[src/pkg/irq_seq_map.svh]
`ifndef IRQ_SEQ_MAP_SVH
`define IRQ_SEQ_MAP_SVH

// Register byte offsets
`define OFS_CORE_CTRL    8'h00
`define OFS_STATUS       8'h04
`define OFS_ENABLE       8'h08
`define OFS_FLAGS        8'h0C
`define OFS_TYPE         8'h10
`define OFS_STACK_PTR    8'h14
`define OFS_STATE        8'h18

// Field positions
`define POS_RELOCATE     0
`define POS_GLOBAL_EN    7

// Reset values
`define RST_CORE_CTRL    8'h00
`define RST_STATUS       8'h00
`define RST_ENABLE       8'h00
`define RST_TYPE         8'hFF
`define RST_STACK_PTR    12'h4FF

// Program memory layout
`define BOOT_START       14'h3800
`define VECTOR_STRIDE    14'h0002

// Timing counts in clock cycles
`define ENTRY_CYCLES     3'h4
`define WAKE_CYCLES      3'h4
`define RETURN_CYCLES    3'h4

`endif

[src/pkg/irq_seq_pkg.sv]
package irq_seq_pkg;

  // Sequencer states, Gray along entry and return paths except the steps back to S_IDLE and S_WAKE to S_PUSH_LO
  typedef enum logic [3:0] {
    S_IDLE    = 4'h0,
    S_PUSH_LO = 4'h1,
    S_PUSH_HI = 4'h3,
    S_ENT3    = 4'h2,
    S_ENT4    = 4'h6,
    S_POP_HI  = 4'h4,
    S_POP_LO  = 4'h5,
    S_RET3    = 4'h7,
    S_RET4    = 4'hF,
    S_WAKE    = 4'h8,
    S_RESET   = 4'hC
  } seq_state_t;

  typedef logic [7:0]  src_vec_t;
  typedef logic [13:0] pc_t;

endpackage : irq_seq_pkg

[src/design/cpu_interrupt_sequencer.sv]
// The APB slave port and the register offsets were left to the implementer.
`timescale 1ns/100ps
`include "irq_seq_map.svh"
// How it works
// - Each source own vector, lower address wins
// - Reset first, external request zero next
// - Take only with source and global enable
// - Lock bits suppress interrupts by PC region
// - Relocate bit and fuse move vectors
// - Entry clears global enable
// - Return sets global enable again
// - Hardware clears flag when vectoring
// - Write one clears flag, zero ignored
// - Flags stay latched while disabled
// - Latched flags serviced in priority order
// - Level sources request only while present
// - One main instruction after return first
// - Global disable acts in same cycle
// - Instruction after enable completes first
// - Entry four cycles, pushes program counter
// - Multi-cycle instruction finishes before entry
// - Wake from sleep adds four cycles
// - Return four cycles, pops two bytes
// - Push decrements, pop increments pointer by two
module cpu_interrupt_sequencer
  import irq_seq_pkg::*;
(
  input  wire logic        pclk,
  input  wire logic        presetn,
  input  wire logic        psel,
  input  wire logic        penable,
  input  wire logic        pwrite,
  input  wire logic [7:0]  paddr,
  input  wire logic [31:0] pwdata,
  output logic      [31:0] prdata,
  output logic             pready,
  output logic             pslverr,
  input  wire logic [7:0]  src_event,
  input  wire logic [7:0]  src_level,
  input  wire logic        instr_done,
  input  wire logic        op_return_from_irq_instr,
  input  wire logic        op_sei,
  input  wire logic        op_cli,
  input  wire logic        core_sleeping,
  input  wire logic        wake_ready,
  input  wire logic [13:0] pc_now,
  input  wire logic        app_section_lock_bit,
  input  wire logic        boot_section_lock_bit,
  input  wire logic        boot_reset_vector_fuse,
  input  wire logic [7:0]  stack_rdata,
  output logic             core_hold,
  output logic             pc_load,
  output logic      [13:0] pc_value,
  output logic             irq_taken,
  output logic             stack_we,
  output logic             stack_re,
  output logic      [11:0] stack_addr,
  output logic      [7:0]  stack_wdata
);

  ////////////////////////////////////////////////////////////////////////////
  // Helpers

  // Lowest set bit wins
  function automatic logic [2:0] first_set(input src_vec_t v);
    logic [2:0] idx;
    idx = 3'h0;
    for (int i = 7; i >= 0; i--) begin
      if (v[i]) begin
        idx = 3'(i);
      end
    end
    return idx;
  endfunction : first_set

  // Vector slot to program address
  function automatic pc_t vec_addr(input logic relocate, input logic [3:0] slot);
    pc_t base;
    base = relocate ? `BOOT_START : 14'h0000;
    return base + 14'({10'h000, slot}) * `VECTOR_STRIDE;
  endfunction : vec_addr

  ////////////////////////////////////////////////////////////////////////////
  // Registers and state

  logic [7:0]  core_control_register;
  logic [7:0]  status_register;
  src_vec_t    src_enable;
  src_vec_t    src_flag;
  src_vec_t    flag_type;
  logic [11:0] stack_ptr;
  seq_state_t  state;
  seq_state_t  next_state;
  logic [2:0]  wait_cnt;
  logic [2:0]  taken_idx;
  pc_t         ret_pc;
  logic [5:0]  ret_hi;

  logic        wr_req;
  logic        rd_req;
  logic        relocate;
  logic        global_en;
  src_vec_t    request;
  src_vec_t    armed;
  logic        in_boot;
  logic        locked;
  logic        boundary;
  logic        take;
  logic        wake;
  logic        ret_start;
  logic [2:0]  win_idx;

  assign wr_req   = psel & penable & pready & pwrite;
  assign rd_req   = psel & penable & ~pready;
  assign relocate = core_control_register[`POS_RELOCATE];
  assign global_en = status_register[`POS_GLOBAL_EN];

  // Arbitration among pending enabled sources
  assign request  = (src_flag & flag_type) | (src_level & ~flag_type);
  assign armed    = request & src_enable;
  assign win_idx  = first_set(armed);
  assign in_boot  = pc_now >= `BOOT_START;
  assign locked   = (app_section_lock_bit & ~in_boot & relocate)
                  | (boot_section_lock_bit & in_boot & ~relocate);
  assign boundary = instr_done & (state == S_IDLE) & ~core_sleeping;
  // Disable and enable instructions gate the same boundary
  assign take     = boundary & global_en & ~op_cli & ~op_sei & ~op_return_from_irq_instr
                  & (|armed) & ~locked;
  assign wake     = core_sleeping & wake_ready & (state == S_IDLE) & global_en
                  & (|armed) & ~locked;
  assign ret_start = boundary & op_return_from_irq_instr;

  ////////////////////////////////////////////////////////////////////////////
  // APB slave

  // One wait state, registered answer
  always_ff @(posedge pclk or negedge presetn) begin
    if (!presetn) begin
      pready  <= 1'b0;
      pslverr <= 1'b0;
      prdata  <= 32'h0000_0000;
    end else begin
      pready  <= rd_req;
      pslverr <= 1'b0;
      prdata  <= 32'h0000_0000;
      if (rd_req) begin
        unique case (paddr)
          `OFS_CORE_CTRL: prdata <= {24'h000000, core_control_register};
          `OFS_STATUS:    prdata <= {24'h000000, status_register};
          `OFS_ENABLE:    prdata <= {24'h000000, src_enable};
          `OFS_FLAGS:     prdata <= {24'h000000, src_flag};
          `OFS_TYPE:      prdata <= {24'h000000, flag_type};
          `OFS_STACK_PTR: prdata <= {20'h00000, stack_ptr};
          `OFS_STATE:     prdata <= {8'h00, src_level, 5'h00, taken_idx, 4'h0, state};
          default:        pslverr <= 1'b1;
        endcase
      end
    end
  end

  // Plain control registers
  always_ff @(posedge pclk or negedge presetn) begin
    if (!presetn) begin
      core_control_register <= `RST_CORE_CTRL;
      src_enable            <= `RST_ENABLE;
      flag_type             <= `RST_TYPE;
    end else if (wr_req) begin
      if (paddr == `OFS_CORE_CTRL) begin
        core_control_register <= pwdata[7:0];
      end
      if (paddr == `OFS_ENABLE) begin
        src_enable <= pwdata[7:0];
      end
      if (paddr == `OFS_TYPE) begin
        flag_type <= pwdata[7:0];
      end
    end
  end

  // Global enable: entry clears, return and enable set, disable clears
  always_ff @(posedge pclk or negedge presetn) begin
    if (!presetn) begin
      status_register <= `RST_STATUS;
    end else begin
      if (wr_req && paddr == `OFS_STATUS) begin
        status_register <= pwdata[7:0];
      end
      if (boundary && op_cli) begin
        status_register[`POS_GLOBAL_EN] <= 1'b0;
      end
      if (boundary && op_sei) begin
        status_register[`POS_GLOBAL_EN] <= 1'b1;
      end
      if (take || wake) begin
        status_register[`POS_GLOBAL_EN] <= 1'b0;
      end
      if (state == S_RET4) begin
        status_register[`POS_GLOBAL_EN] <= 1'b1;
      end
    end
  end

  // Pending flags: set wins over every clear
  always_ff @(posedge pclk or negedge presetn) begin
    if (!presetn) begin
      src_flag <= 8'h00;
    end else begin
      src_flag <= (src_flag
                   & ~((wr_req && paddr == `OFS_FLAGS) ? pwdata[7:0] : 8'h00)
                   & ~(((take || wake) ? (8'h01 << win_idx) : 8'h00) & flag_type))
                  | (src_event & flag_type);
    end
  end

  ////////////////////////////////////////////////////////////////////////////
  // Entry and return sequencer

  // Next state
  always_comb begin
    next_state = state;
    unique case (state)
      S_IDLE: begin
        if (wake) begin
          next_state = S_WAKE;
        end else if (take) begin
          next_state = S_PUSH_LO;
        end else if (ret_start) begin
          next_state = S_POP_HI;
        end
      end
      S_WAKE:    next_state = (wait_cnt == `WAKE_CYCLES - 3'h1) ? S_PUSH_LO : S_WAKE;
      S_PUSH_LO: next_state = S_PUSH_HI;
      S_PUSH_HI: next_state = S_ENT3;
      S_ENT3:    next_state = S_ENT4;
      S_ENT4:    next_state = S_IDLE;
      S_POP_HI:  next_state = S_POP_LO;
      S_POP_LO:  next_state = S_RET3;
      S_RET3:    next_state = S_RET4;
      S_RET4:    next_state = S_IDLE;
      S_RESET:   next_state = S_IDLE;
      default:   next_state = S_IDLE;
    endcase
  end

  // State, wake count and captured source
  always_ff @(posedge pclk or negedge presetn) begin
    if (!presetn) begin
      state     <= S_RESET;
      wait_cnt  <= 3'h0;
      taken_idx <= 3'h0;
      ret_pc    <= 14'h0000;
    end else begin
      state    <= next_state;
      wait_cnt <= (state == S_WAKE) ? wait_cnt + 3'h1 : 3'h0;
      if (take || wake) begin
        taken_idx <= win_idx;
        ret_pc    <= pc_now;
      end
    end
  end

  // Stack pointer: push minus two, pop plus two
  always_ff @(posedge pclk or negedge presetn) begin
    if (!presetn) begin
      stack_ptr <= `RST_STACK_PTR;
    end else if (next_state == S_PUSH_LO || next_state == S_PUSH_HI) begin
      stack_ptr <= stack_ptr - 12'h001;
    end else if (next_state == S_POP_HI || next_state == S_POP_LO) begin
      stack_ptr <= stack_ptr + 12'h001;
    end else if (wr_req && paddr == `OFS_STACK_PTR) begin
      stack_ptr <= pwdata[11:0];
    end
  end

  // Stack memory strobes, registered
  always_ff @(posedge pclk or negedge presetn) begin
    if (!presetn) begin
      stack_we    <= 1'b0;
      stack_re    <= 1'b0;
      stack_addr  <= 12'h000;
      stack_wdata <= 8'h00;
      ret_hi      <= 6'h00;
    end else begin
      stack_we <= (next_state == S_PUSH_LO) || (next_state == S_PUSH_HI);
      stack_re <= (next_state == S_POP_HI) || (next_state == S_POP_LO);
      if (next_state == S_PUSH_LO) begin
        stack_addr  <= stack_ptr;
        stack_wdata <= (state == S_WAKE) ? ret_pc[7:0] : pc_now[7:0];
      end else if (next_state == S_PUSH_HI) begin
        stack_addr  <= stack_ptr;
        stack_wdata <= {2'b00, ret_pc[13:8]};
      end else if (next_state == S_POP_HI || next_state == S_POP_LO) begin
        stack_addr <= stack_ptr + 12'h001;
      end
      if (state == S_POP_LO) begin
        ret_hi <= stack_rdata[5:0];
      end
    end
  end

  // Core handshake: hold, vector load, acknowledge
  always_ff @(posedge pclk or negedge presetn) begin
    if (!presetn) begin
      core_hold <= 1'b1;
      pc_load   <= 1'b0;
      pc_value  <= 14'h0000;
      irq_taken <= 1'b0;
    end else begin
      core_hold <= next_state != S_IDLE;
      irq_taken <= take || wake;
      pc_load   <= 1'b0;
      if (state == S_RESET) begin
        pc_load  <= 1'b1;
        pc_value <= boot_reset_vector_fuse ? `BOOT_START : 14'h0000;
      end else if (state == S_ENT3) begin
        pc_load  <= 1'b1;
        pc_value <= vec_addr(relocate, {1'b0, taken_idx} + 4'h1);
      end else if (state == S_RET3) begin
        pc_load  <= 1'b1;
        pc_value <= {ret_hi, stack_rdata};
      end
    end
  end

  ////////////////////////////////////////////////////////////////////////////
  // Checks

  property p_entry_len;
    @(posedge pclk) disable iff (!presetn)
      take |=> state == S_PUSH_LO ##1 state == S_PUSH_HI ##1 state == S_ENT3
      ##1 (state == S_ENT4 && pc_load);
  endproperty
  a_entry_len: assert property (p_entry_len) else $error("entry not four cycles");

  property p_wake_len;
    @(posedge pclk) disable iff (!presetn)
      wake |=> (state == S_WAKE) [*4] ##1 state == S_PUSH_LO;
  endproperty
  a_wake_len: assert property (p_wake_len) else $error("wake delay wrong");

  property p_ret_len;
    @(posedge pclk) disable iff (!presetn)
      ret_start |=> stack_re [*2] ##2 pc_load ##1 global_en;
  endproperty
  a_ret_len: assert property (p_ret_len) else $error("return not four cycles");

  property p_entry_clears_ie;
    @(posedge pclk) disable iff (!presetn)
      (take || wake) |=> !global_en;
  endproperty
  a_entry_clears_ie: assert property (p_entry_clears_ie) else $error("ie kept on entry");

  property p_cli_blocks;
    @(posedge pclk) disable iff (!presetn)
      (boundary && op_cli) |-> !take ##1 !global_en;
  endproperty
  a_cli_blocks: assert property (p_cli_blocks) else $error("take after disable");

  property p_sei_defers;
    @(posedge pclk) disable iff (!presetn)
      (boundary && op_sei) |=> !irq_taken;
  endproperty
  a_sei_defers: assert property (p_sei_defers) else $error("take after enable");

  property p_enable_needed;
    @(posedge pclk) disable iff (!presetn)
      irq_taken |-> $past(global_en) && src_enable[taken_idx];
  endproperty
  a_enable_needed: assert property (p_enable_needed) else $error("disabled source taken");

  property p_sp_push;
    @(posedge pclk) disable iff (!presetn)
      take |-> ##3 stack_ptr == $past(stack_ptr, 3) - 12'h002;
  endproperty
  a_sp_push: assert property (p_sp_push) else $error("push pointer wrong");

  property p_flag_cleared;
    @(posedge pclk) disable iff (!presetn)
      (take && flag_type[win_idx] && !src_event[win_idx]) |=> !src_flag[taken_idx];
  endproperty
  a_flag_cleared: assert property (p_flag_cleared) else $error("flag not cleared");

  property p_priority;
    @(posedge pclk) disable iff (!presetn)
      take |-> (armed & ((8'h01 << win_idx) - 8'h01)) == 8'h00;
  endproperty
  a_priority: assert property (p_priority) else $error("lower vector skipped");

  c_take:   cover property (@(posedge pclk) disable iff (!presetn) take);
  c_wake:   cover property (@(posedge pclk) disable iff (!presetn) wake);
  c_return: cover property (@(posedge pclk) disable iff (!presetn) ret_start);
  c_nested: cover property (@(posedge pclk) disable iff (!presetn)
                            (src_flag & src_enable) == 8'h03 ##1 take);

endmodule : cpu_interrupt_sequencer

[config.mk]
export PLATFORM = sky130hd
export DESIGN_NAME = cpu_interrupt_sequencer
export DESIGN_NICKNAME = d
export VERILOG_FILES = /design/src/pkg/irq_seq_pkg.sv /design/src/design/cpu_interrupt_sequencer.sv
export VERILOG_INCLUDE_DIRS = /design/src /design/src/pkg
export SDC_FILE = /design/constraint.sdc
export NUM_CORES = 1
export LEC_CHECK = 0
export BUFFER_PORTS_ARGS = -buffer_cell sky130_fd_sc_hd__buf_2
export CAP_MARGIN = 20
export CORE_ASPECT_RATIO = 2
export CORE_MARGIN = 2
export CORE_UTILIZATION = 50
export DETAILED_ROUTE_END_ITERATION = 8
export GPL_TIMING_DRIVEN = 0
export HOLD_SLACK_MARGIN = 0.12
export PLACE_DENSITY = 0.75
export RECOVER_POWER = 25
export SKIP_LAST_GASP = 1
export SLEW_MARGIN = 0
export SYNTH_ARGS = -nofsm -noshare
export SYNTH_HDL_FRONTEND = slang
export SYNTH_SLANG_ARGS = --single-unit
[constraint.sdc]
create_clock -name pclk -period 2.8 [get_ports pclk]
set_input_delay 0.56 -clock pclk [delete_from_list [all_inputs] [get_ports pclk]]
set_output_delay 0.56 -clock pclk [all_outputs]
set_load 0.05 [all_outputs]
==> out/results.tsv <==
stage	metric	value	unit
placement	placed_cells	1070	
cts	holdBufCountCts	0	
logic_synthesis	ys_seq_elements	143	
routing	avgRoutedWirePerCell	19.17	um
timing	post-route-min-period	2.725	ns
timing	tightest_slew	1.962	ns
routing	drc	0	
floorplan	num_rows	63	
power_and_ir_drop	cellPowerDensity	969.9	nW/um2
cts	clockBufferDepth	2	
critical_path	worst_ep_arrival_time	3.04	ns
critical_path	rr_worst_depth	6	
cts	numCtsBuffers	17	
cts	htreeDepth	4	
placement	dp.final_hpwl	15360	um
cts	cts_root_buf	clkbuf_16	
critical_path	reg2reg_setup_slack	0.07	ns
final_layout	fillers	1266	
timing	holdWs	0.3578	ns
timing	drv_slew	78	
critical_path	worstPathRequired	3.11	ns
timing	fin_crit_sh	97.34	%
grt	grt_max_degree	79	
routing	viasPerCell	5.933	
logic_synthesis	synth_flop_cell	dfrtp_1	
placement	placed_cell_area	8417	um2
critical_path	critPathLaunchType	flip-flop	
power_and_ir_drop	p_total	8.782	mW
final_layout	num_antenna_cells	0	
logic_synthesis	ys_types	76	
run_status	status	finished, violations left	
critical_path	endpoint_kind	flip-flop	
final_layout	stdcell_count	1102	
timing	finalSetupTns	0	ns
power_and_ir_drop	ir_worst_vdd	0.6204	mV
grt	grt_pass1_vias	6455	
power_and_ir_drop	p_leak	4.189	nW
grt	grt-ovfl-total	0	
final_layout	area_growth	21.75	%
timing	rsz0062_at_grt	yes	
logic_synthesis	ys.warnings.count	0	
logic_synthesis	synthCells	731	
grt	antenna_found_initial	0	
critical_path	worstPathMaxFanout	10	
final_layout	fin_nets	991	
final_layout	drive_above_1_share	33.19	%
timing	setup_viol	0	
timing	relSlewSlack	-30.79	%
routing	drt-total-wl	21120	um
critical_path	worstSetupPathType	reg -> reg	
critical_path	path_cells	mux2_2, a22oi_2, nand4_2, nand3_1, buf_2, mux2_2	
floorplan	die_x	90.24	um
timing	fin_ws	0.07458	ns
routing	num_vias	6538	
critical_path	startpoint	flag_type[3]$_DFFE_PN1P_	
worst_hold_path	holdCritPathClass	in -> reg	
floorplan	die_h	176.5	um
critical_path	critPathMaxStageDelay	0.58	ns
cts	numClockSinks	143	
cts	ctsResizeCount	0	
floorplan	core_area	14660	um2
flow_run	drv_cap	1	
final_layout	layout.cell_area.non_filler	9055	um2
final_layout	final_common_cell	buf_2	
logic_synthesis	synth_area_leaders	dfrtp_1 (41%), mux2_2 (8.6%), dfstp_2 (7.1%)	
timing	hold_violations	0	
grt	grt_usage	27.12	%
final_layout	multi_input_area	3546	um2
placement	port_buffers	132	
cts	cts_tree	done	
critical_path	crit_path_top_delay_cell	dfstp_2	
final_layout	fin_util	61.76	%
routing	ant_nets	0	
logic_synthesis	synth_edf_count	0	
cts	cts_setup_buffers	0	
cts	path_clk_slew	0.06	ns
routing	first_pass_iters	5	
run_status	violations	capacitance limit, slew limit	
critical_path	r2r_end	ret_pc[13]$_DFFE_PN0N_	
logic_synthesis	async_flop_share	100.0	%
logic_synthesis	syn_avg_cell_area	10.17	um2
critical_path	r2r_start	flag_type[3]$_DFFE_PN1P_	
logic_synthesis	yosysSeqAreaShare	48.45	%
logic_synthesis	yosysTopAreaCellShare	41.39	%
cts	insertion_delay	0.43	ns
floorplan	start_util	50.73	%
final_layout	layout_common_cells	buf_2 (144), dfrtp_1 (123), nand2_1 (85)	
timing	achievable-frequency	0.3669	GHz
timing	skew	0.01139	ns
final_layout	register_area	3603	um2
floorplan	num_io_pins	165	
floorplan	dieArea	15930	um2
grt	grt_pass1_wl	33620	um
critical_path	crit_end	ret_pc[13]$_DFFE_PN0N_	
critical_path	crit_top_cell	mux2_2	
placement	dp_slack	0.1001	ns
routing	drt_iter0_drc	656	
logic_synthesis	syn_area	7437	um2
placement	gp_congestion	0.9266	
logic_synthesis	synth_top_area_cell	dfrtp_1	
how the worst min path moves through the flow:
stage                                     start                                    to  cells past startpoint
after detailed placement  wait_cnt[0]$_DFF_PN0_                 wait_cnt[0]$_DFF_PN0_                      1
after global routing             stack_rdata[4]               pc_value[4]$_DFFE_PN0P_                      3
after global placement    wait_cnt[0]$_DFF_PN0_                 wait_cnt[0]$_DFF_PN0_                      1
after CTS                               presetn              pc_value[10]$_DFFE_PN0P_                      1
final                              src_event[7]                 src_flag[7]$_DFF_PN0_                      2
after floorplan                         presetn  core_control_register[0]$_DFFE_PN0P_                      0
metal layers:
metal | vias to the layer above | GRT usage (%) | share of wire [%]
met1 | 3168 | 33.47 | 40
li1 | 2981 | - | -
met3 | 73 | 4.908 | 6.1
met2 | 316 | 44.96 | 49
met4 | 0 | 15.00 | 4.8
met5 | - | 0 | 0
area by class of cell:
| type | count | area share [%] |
|---|---|---|
| Timing Repair Buffer | 133 | 7.600 |
| Clock buffer | 19 | 4.892 |
| Tap cell | 195 | 2.694 |
| Inverter | 15 | 0.6218 |
| Buffer | 53 | 3.164 |
| Clock inverter | 13 | 2.073 |
| Multi-Input combinational cell | 531 | 39.16 |
| Sequential cell | 143 | 39.80 |
cells by family after synthesis:
group / Yosys count / share of synthesized area [%]
DFF: 143 / 48.45
buffers and inverters: 68 / 4.610
other: 1 / 0.05042
muxes: 75 / 11.12
adders and majority gates: 5 / 0.8412
AOI/OAI and AO/OA: 165 / 15.11
xor gates and xnor gates: 5 / 0.5889
and+or+nand+nor: 269 / 19.23
cell usage after synthesis (all sizes together), types with 4 or more instances:
master,count
a211oi,4
a21oi,58
a222oi,10
a22oi,15
a31oi,10
and2,6
and3,12
buf,29
clkbuf,24
dfrtp,123
dfstp,20
ha,5
inv,15
mux2,58
mux2i,17
nand2,87
nand2b,6
nand3,23
nand4,7
nor2,54
nor2b,4
nor3,19
nor3b,6
nor4b,8
o2111a,8
o211ai,4
o21a,4
o21ai,35
or2,4
or3,14
or4,4
report_power, final:
| part | switching [mW] | leakage [nW] | internal [mW] |
|---|---|---|---|
| sequential | 0.254 | 1.84 | 2.52 |
| combinational | 2.48 | 2.04 | 1.08 |
| clock | 0.929 | 0.312 | 1.52 |
| total | 3.67 | 4.19 | 5.12 |
critical path, delay by kind of cell, from the launching register on:
| kind | cells | cell delay, ns |
|---|---|---|
| muxes | 2 | 0.76 |
| and+or+nand+nor | 2 | 0.71 |
| DFF | 1 | 0.58 |
| buffers and inverters | 1 | 0.37 |
| AOI/OAI and AO/OA | 1 | 0.18 |
sequential cells by signal (all words and copies together), names as in the netlist, 3 cells and up:
name                   flops
wait_cnt                   3
prdata                    20
stack_ptr                 12
src_flag                   8
ret_pc                    14
stack_wdata                8
ret_hi                     6
taken_idx                  3
state                      4
status_register            8
src_enable                 8
core_control_register      8
stack_addr                12
pc_value                  14
flag_type                  8
No activity file was read; power rests on OpenSTA's default activity.
